**config.mk**
```make
export PLATFORM = sky130hd
export DESIGN_NAME = pefs_port_e_pin_function_select
export DESIGN_NICKNAME = d
export VERILOG_FILES = /design/src/rtl/pefs_pkg.sv /design/src/rtl/pefs_port_e_pin_function_select.sv
export SDC_FILE = /design/constraint.sdc
export NUM_CORES = 1
export LEC_CHECK = 0
export BUFFER_PORTS_ARGS = -buffer_cell sky130_fd_sc_hd__buf_2
export CORE_MARGIN = 2
export CORE_UTILIZATION = 46
export CTS_CLUSTER_DIAMETER = 60
export CTS_CLUSTER_SIZE = 8
export DETAILED_ROUTE_END_ITERATION = 16
export PLACE_DENSITY_LB_ADDON = 0.05
export SLEW_MARGIN = 30
export SYNTH_ARGS = -nofsm -noshare
export SYNTH_HDL_FRONTEND = slang
export SYNTH_SLANG_ARGS = --single-unit
```
**constraint.sdc**
```tcl
create_clock -name clk -period 8.7 [get_ports clk]
set_input_delay 1.305 -clock clk [delete_from_list [all_inputs] [get_ports clk]]
set_output_delay 1.305 -clock clk [all_outputs]
set_load 0.005 [all_outputs]
```
**src/rtl/pefs_pkg.sv**
```systemverilog
package pefs_pkg;

    localparam int NUM_PINS       = 22;
    localparam int NUM_LOW_PINS   = 16;
    localparam int ADDR_W         = 4;
    localparam int DATA_W         = 16;

    // Register byte offsets, one halfword apart
    localparam logic [3:0] OFS_HIGH_SEL  = 4'h0;
    localparam logic [3:0] OFS_LOW_SEL_1 = 4'h2;
    localparam logic [3:0] OFS_LOW_SEL_2 = 4'h4;

    // Implemented width of the high register, bits above read as zero
    localparam int          HIGH_USED_W   = 12;
    localparam logic [11:0] HIGH_RESET    = 12'h000;
    localparam logic [15:0] LOW_RESET     = 16'h0000;
    localparam logic [15:0] RDATA_RESET   = 16'h0000;

    // Per-pin code values
    localparam logic [1:0] CODE_PORT      = 2'h0;
    localparam logic [1:0] CODE_PRIMARY   = 2'h1;
    localparam logic [1:0] CODE_SECOND    = 2'h2;
    localparam logic [1:0] CODE_THIRD     = 2'h3;

    // Pins with a secondary function
    localparam logic [4:0] PIN_SER3_RX    = 5'h04;
    localparam logic [4:0] PIN_SER3_TX    = 5'h05;
    localparam logic [4:0] PIN_SER3_CLK   = 5'h06;
    localparam logic [4:0] PIN_SER2_RX    = 5'h07;
    localparam logic [4:0] PIN_SER2_CLK   = 5'h08;
    localparam logic [4:0] PIN_SER2_TX    = 5'h0a;
    localparam logic [4:0] PIN_MAN_RESET  = 5'h0d;
    localparam logic [4:0] PIN_IRQ_OUT    = 5'h0f;
    localparam logic [4:0] PIN_BREAK_OUT  = 5'h10;

    typedef enum logic [2:0] {
        FN_PORT,
        FN_PRIMARY,
        FN_SECOND_OUT,
        FN_SECOND_IO,
        FN_SECOND_IN
    } pefs_func_t;

    // Signals driven by peripherals toward the pins
    typedef struct packed {
        logic        motor_w_neg_b_out;
        logic        motor_v_neg_b_out;
        logic        motor_u_neg_b_out;
        logic        motor_w_pos_a_out;
        logic        motor_v_pos_a_out;
        logic        motor_u_pos_a_out;
        logic [15:0] timer_line_out;
        logic        break_trigger_out;
        logic        interrupt_request_out;
        logic        serial2_transmit;
        logic        serial2_clock_out;
        logic        serial3_transmit;
        logic        serial3_clock_out;
    } pefs_periph_out_t;

    // Signals returned from the pins to peripherals
    typedef struct packed {
        logic [15:0] timer_line_in;
        logic        manual_reset_in;
        logic        serial2_receive;
        logic        serial2_clock_in;
        logic        serial3_receive;
        logic        serial3_clock_in;
    } pefs_periph_in_t;

endpackage : pefs_pkg

```
**src/rtl/pefs_port_e_pin_function_select.sv**
```systemverilog
// Local design decisions: the address map and the strobed register port.
`timescale 1ns/1ps
// Behaviour
// Three 16-bit read/write function select registers
// Two-bit code per pin; 00 is port
// High register bits 15:12 read zero
// High register bits 11:0 hold pins 21-16
// Pins 21-17: 01 motor output, else prohibited
// Pin 16: 01 motor U, 10 break trigger
// Mask ROM software never selects break trigger
// Pin 15: 01 timer 4D, 11 interrupt out
// Timer-only pins allow just 00 and 01
// Pin 13: 01 timer 4B, 10 manual reset
// Pin 10: 01 timer 3C, 10 serial2 transmit
// Pin 8: 01 timer 3A, 10 serial2 clock
// Pin 7: 01 timer 2B, 10 serial2 receive
// Pin 6: 01 timer 2A, 10 serial3 clock
// Pin 5: 01 timer 1B, 10 serial3 transmit
// Pin 4: 01 timer 1A, 10 serial3 receive
// Port, timer, serial clock use direction bit
// All codes zero after reset
// Prohibited codes fall back to port
module pefs_port_e_pin_function_select (
    input  wire logic                      clk,
    input  wire logic                      rst,
    input  wire logic [3:0]                addr,
    input  wire logic [15:0]               wdata,
    input  wire logic                      wr,
    input  wire logic                      rd,
    output logic [15:0]                    rdata,
    input  wire logic [21:0]               port_dir,
    input  wire logic [21:0]               port_out_data,
    output logic [21:0]                    port_pin_level,
    input  wire pefs_pkg::pefs_periph_out_t periph_out,
    output pefs_pkg::pefs_periph_in_t      periph_in,
    input  wire logic [21:0]               pad_in,
    output logic [21:0]                    pad_out,
    output logic [21:0]                    pad_oe
);
    import pefs_pkg::*;

    logic [11:0]      high_sel_reg;
    logic [15:0]      low_sel_1_reg;
    logic [15:0]      low_sel_2_reg;
    logic [15:0]      rdata_reg;
    logic [21:0]      sync1_reg;
    logic [21:0]      sync2_reg;
    logic [21:0]      pad_out_next;
    logic [21:0]      pad_oe_next;
    logic [21:0]      pad_out_reg;
    logic [21:0]      pad_oe_reg;
    pefs_periph_in_t  periph_in_next;
    pefs_periph_in_t  periph_in_reg;
    logic [21:0]      primary_out;
    logic [21:0]      second_out;
    logic [43:0]      all_codes;

    // Decode one pin's code into the kind of connection it asks for
    function automatic pefs_func_t pin_func(input logic [4:0] pin, input logic [1:0] code);
        pefs_func_t f;
        f = FN_PORT;
        if (code == CODE_PRIMARY) begin
            f = FN_PRIMARY;
        end else if (code == CODE_SECOND) begin
            unique case (pin)
                PIN_BREAK_OUT: f = FN_SECOND_OUT;
                PIN_MAN_RESET: f = FN_SECOND_IN;
                PIN_SER2_TX:   f = FN_SECOND_OUT;
                PIN_SER2_CLK:  f = FN_SECOND_IO;
                PIN_SER2_RX:   f = FN_SECOND_IN;
                PIN_SER3_CLK:  f = FN_SECOND_IO;
                PIN_SER3_TX:   f = FN_SECOND_OUT;
                PIN_SER3_RX:   f = FN_SECOND_IN;
                default:       f = FN_PORT;
            endcase
        end else if (code == CODE_THIRD && pin == PIN_IRQ_OUT) begin
            f = FN_SECOND_OUT;
        end
        return f;
    endfunction : pin_func

    // Register writes
    always_ff @(posedge clk or posedge rst) begin
        if (rst) begin
            high_sel_reg  <= HIGH_RESET;
            low_sel_1_reg <= LOW_RESET;
            low_sel_2_reg <= LOW_RESET;
        end else if (wr) begin
            unique case (addr)
                OFS_HIGH_SEL:  high_sel_reg  <= wdata[HIGH_USED_W-1:0];
                OFS_LOW_SEL_1: low_sel_1_reg <= wdata;
                OFS_LOW_SEL_2: low_sel_2_reg <= wdata;
                default: ;
            endcase
        end
    end

    // Read data stands one cycle after the strobe, zero otherwise
    always_ff @(posedge clk or posedge rst) begin
        if (rst) begin
            rdata_reg <= RDATA_RESET;
        end else if (rd) begin
            unique case (addr)
                OFS_HIGH_SEL:  rdata_reg <= {4'h0, high_sel_reg};
                OFS_LOW_SEL_1: rdata_reg <= low_sel_1_reg;
                OFS_LOW_SEL_2: rdata_reg <= low_sel_2_reg;
                default:       rdata_reg <= RDATA_RESET;
            endcase
        end else begin
            rdata_reg <= RDATA_RESET;
        end
    end

    // Pad inputs are asynchronous to clk
    always_ff @(posedge clk or posedge rst) begin
        if (rst) begin
            sync1_reg <= 22'h000000;
            sync2_reg <= 22'h000000;
        end else begin
            sync1_reg <= pad_in;
            sync2_reg <= sync1_reg;
        end
    end

    // Pin k uses bits 2k+1:2k counted across high, low 1, low 2
    assign all_codes = {high_sel_reg, low_sel_1_reg, low_sel_2_reg};

    // Code 01 on pins 21-16 is a motor phase, below that a timer line
    assign primary_out = {periph_out.motor_w_neg_b_out, periph_out.motor_v_neg_b_out,
                          periph_out.motor_u_neg_b_out, periph_out.motor_w_pos_a_out,
                          periph_out.motor_v_pos_a_out, periph_out.motor_u_pos_a_out,
                          periph_out.timer_line_out};

    always_comb begin
        second_out                = 22'h000000;
        second_out[PIN_BREAK_OUT] = periph_out.break_trigger_out;
        second_out[PIN_IRQ_OUT]   = periph_out.interrupt_request_out;
        second_out[PIN_SER2_TX]   = periph_out.serial2_transmit;
        second_out[PIN_SER2_CLK]  = periph_out.serial2_clock_out;
        second_out[PIN_SER3_CLK]  = periph_out.serial3_clock_out;
        second_out[PIN_SER3_TX]   = periph_out.serial3_transmit;
    end

    always_comb begin
        pefs_func_t f;
        f = FN_PORT;
        pad_out_next   = 22'h000000;
        pad_oe_next    = 22'h000000;
        periph_in_next = '0;
        // Idle levels so a deselected receiver sees no activity
        periph_in_next.manual_reset_in = 1'b1;
        periph_in_next.serial2_receive = 1'b1;
        periph_in_next.serial3_receive = 1'b1;
        for (int i = 0; i < NUM_PINS; i++) begin
            f = pin_func(5'(i), all_codes[2*i +: 2]);
            unique case (f)
                FN_PORT: begin
                    pad_out_next[i] = port_out_data[i];
                    pad_oe_next[i]  = port_dir[i];
                end
                FN_PRIMARY: begin
                    pad_out_next[i] = primary_out[i];
                    // Motor phases are pure outputs
                    pad_oe_next[i]  = (i < NUM_LOW_PINS) ? port_dir[i] : 1'b1;
                end
                FN_SECOND_OUT: begin
                    pad_out_next[i] = second_out[i];
                    pad_oe_next[i]  = 1'b1;
                end
                FN_SECOND_IO: begin
                    pad_out_next[i] = second_out[i];
                    pad_oe_next[i]  = port_dir[i];
                end
                FN_SECOND_IN: begin
                    pad_oe_next[i]  = 1'b0;
                end
            endcase
        end
        for (int i = 0; i < NUM_LOW_PINS; i++) begin
            if (pin_func(5'(i), all_codes[2*i +: 2]) == FN_PRIMARY) begin
                periph_in_next.timer_line_in[i] = sync2_reg[i];
            end
        end
        if (pin_func(PIN_MAN_RESET, all_codes[2*PIN_MAN_RESET +: 2]) == FN_SECOND_IN) begin
            periph_in_next.manual_reset_in = sync2_reg[PIN_MAN_RESET];
        end
        if (pin_func(PIN_SER2_RX, all_codes[2*PIN_SER2_RX +: 2]) == FN_SECOND_IN) begin
            periph_in_next.serial2_receive = sync2_reg[PIN_SER2_RX];
        end
        if (pin_func(PIN_SER3_RX, all_codes[2*PIN_SER3_RX +: 2]) == FN_SECOND_IN) begin
            periph_in_next.serial3_receive = sync2_reg[PIN_SER3_RX];
        end
        if (pin_func(PIN_SER2_CLK, all_codes[2*PIN_SER2_CLK +: 2]) == FN_SECOND_IO) begin
            periph_in_next.serial2_clock_in = sync2_reg[PIN_SER2_CLK];
        end
        if (pin_func(PIN_SER3_CLK, all_codes[2*PIN_SER3_CLK +: 2]) == FN_SECOND_IO) begin
            periph_in_next.serial3_clock_in = sync2_reg[PIN_SER3_CLK];
        end
    end

    // Registered pad and peripheral sides; safe port state out of reset
    always_ff @(posedge clk or posedge rst) begin
        if (rst) begin
            pad_out_reg   <= 22'h000000;
            pad_oe_reg    <= 22'h000000;
            periph_in_reg <= '{timer_line_in: 16'h0000, manual_reset_in: 1'b1,
                               serial2_receive: 1'b1, serial2_clock_in: 1'b0,
                               serial3_receive: 1'b1, serial3_clock_in: 1'b0};
        end else begin
            pad_out_reg   <= pad_out_next;
            pad_oe_reg    <= pad_oe_next;
            periph_in_reg <= periph_in_next;
        end
    end

    // Port logic always sees the pin level, whatever the function
    assign port_pin_level = sync2_reg;
    assign pad_out        = pad_out_reg;
    assign pad_oe         = pad_oe_reg;
    assign periph_in      = periph_in_reg;
    assign rdata          = rdata_reg;

endmodule : pefs_port_e_pin_function_select

```
==> flow_summary.ini <==
[grt]
grt_pass1_vias = 4134
grt-ovfl-total = 0
grt_antenna_before_repair = 1
grt_use_total_pct = 18.7
grt_first_pass_wirelength_um = 20300
grt_max_degree = 89

[layout]
drive_above_1_share_pct = 51.7
syn_to_final_growth_pct = 30.1
nets = 770
postLayoutCoreUtil_pct = 60.8
fin_area_um2 = 7990
num_antenna_cells = 0
finalNonFillerCells = 814

[run_status]
outcome = finished clean

[timing]
finalSetupTns_ps = 0
setup_viol = 0
tightest_slew_ps = 830
finalClockSkew_ps = 12.1
finalCritPeriodShare_pct = 27.9
slew_violations = 0
layout_min_cycle_time_ps = 2430
max_slew_margin_pct = 44.5
hold_viol_final = 0
rsz0062_at_grt = false
fmax_mhz = 412
worst_slack_ps = 6270
whs_ps = 347

[run]
max-cap-violations = 0

[worst_setup_path]
regToRegEndpoint = pad_out[10]$_DFF_PP0_
cp-end-kind = register
crit_slowest_cell = nand4b_2
path_max_fanout = 16
reg2reg_depth = 4
cp.arrival_ps = 2720
path_buf_inv = 1
critPathTopFamily = simple AND/OR/NAND/NOR gates
max_stage_delay_ps = 570
r2r_start = low_sel_1_reg[4]$_DFFE_PP0P_
rrSetupSlack_ps = 7400
worstPathRequired_ps = 8990
crit_type = input pin to register
path_cells = buf_2 -> nor2_2 -> nand4b_2 -> mux2_2
worstSetupStartpointType = input pin

[synth]
synth_common_cells = dfrtp_1, mux2_2, ha_1
yosys_warnings = 0
synth_seq_area_share_pct = 68.9
synth_cell_types = 31
syn_area_um2 = 6140
synth_top_area_share_pct = 67.7
avgSynthCellArea_um2 = 15.5
synth_flop_cell = dfrtp_1
yosysMostFrequentCell = dfrtp_1
syn-num-nets = 540
synthCells = 396
ys_seq_elements = 169
synth-edff-count = 0
synth.top_cells.by_area = dfrtp_1, mux2_2, ha_1
synth_top_cell_by_area = dfrtp_1
async_flop_share_pct = 100

[pwr]
vdd_drop_max_mv = 0.151
p_per_area_nw_per_um2 = 246
leakage_nw = 4.06
power_mw = 1.96

[cts]
insertion_delay_ps = 420
path_clk_slew_ps = 60
cts_setup_buffers = 0
numCtsBuffers = 17
clock_tree.root_cell = clkbuf_16
cts_buffer_depth = 2
cts_tree = yes
htreeDepth = 4
cts_num_sinks = 169
ctsHoldBuffers = 0
cts-resized-gates = 0

[detailed_routing]
drt_iter0_drc = 206
ant_nets = 0
num_vias = 3880
via_per_inst = 4.77
routed_wirelength_um = 12600
avgRoutedWirePerCell_um = 15.5
firstDrtPassIters = 6
route.detailed.drc = 0

[floorplanning]
chipWidth_um = 120
pin_count = 221
core_um2 = 13100
die_h_um = 120
dieArea_um2 = 14300
initial_core_util_pct = 46.7
rows = 42

[min_path]
hold_depth = 0
min_from = sync1_reg[0]$_DFF_PP0_
min_delay_worst_endpoint = port_pin_level[0]$_DFF_PP0_
hold_path_class = register to register

[placement]
gp_congestion = 0.714
place_ws_ps = 5860
place_area_um2 = 7420
dpl.hpwl_um = 9060
port_buffers = 220
dp.cells = 783
cells in the final DEF, fill, tap and decap left out, types with 2 or more instances in the layout:
master      synthesis  layout
buf_2               1     220
dfrtp_1           166     166
mux2_2             63      63
ha_1               26      26
nor2_1             23      23
inv_1              22      21
and2_1             17      17
clkbuf_16           0      17
nor2b_1            15      15
a222oi_1           14      14
a22oi_1            10      10
or2_2               7       7
clkinvlp_4          0       5
nand2b_1            4       4
a21o_1              3       3
clkinv_2            0       3
dfstp_2             3       3
nand2_1             2       2
nand3_1             2       2
clkbuf_1            2       2
bufinv_16           0       2
how the worst max path moves through the flow:
stage,start,to,slack [ps],depth (start not counted)
floorplan,rst,high_sel_reg[0]$_DFFE_PP0P_,2820,1
global placement,rst,sync1_reg[17]$_DFF_PP0_,5620,3
detailed placement,addr[2],low_sel_1_reg[15]$_DFFE_PP0P_,5860,4
CTS,addr[2],low_sel_1_reg[14]$_DFFE_PP0P_,6310,4
global route,rst,rdata[2]$_DFF_PP0_,6170,3
finish,addr[2],low_sel_1_reg[14]$_DFFE_PP0P_,6270,4
worst register-to-register path, cell delays in order, from the launching register on:
cell	delay (ps)
dfrtp_1	430
inv_1	100
ha_1	300
a222oi_1	300
inv_1	70
area by class of cell:
type | instances | area [µm²]
fillers | 1077 | 5150
flip-flops and latches | 169 | 4230
multi-input cells | 195 | 1760
repair buffers | 221 | 1110
clock buffers | 20 | 447
well taps | 176 | 220
clock inverters | 11 | 124
inverters | 22 | 87.6
metal layers:
layer	track usage (%)	share of wire (%)
met1	24.0	44
met4	6.84	1.0
met5	0	0
met3	7.37	8.3
met2	28.8	47
kinds of logic after synthesis:
logic type               synth area share, %
adder cells (fa/ha/maj)                 5.30
multiplexers                            11.7
AND/OR/NAND/NOR                         7.60
flip-flops                              68.9
buffers and inverters                   2.49
AO/OA/AOI/OAI                           3.95
power breakdown:
| group | internal [mW] | total, mW | switching (mW) |
|---|---|---|---|
| clock network | 0.428 | 0.723 | 0.295 |
| registers | 0.894 | 0.958 | 0.0638 |
| logic | 0.158 | 0.282 | 0.124 |
No activity file was read; power rests on OpenSTA's default activity.
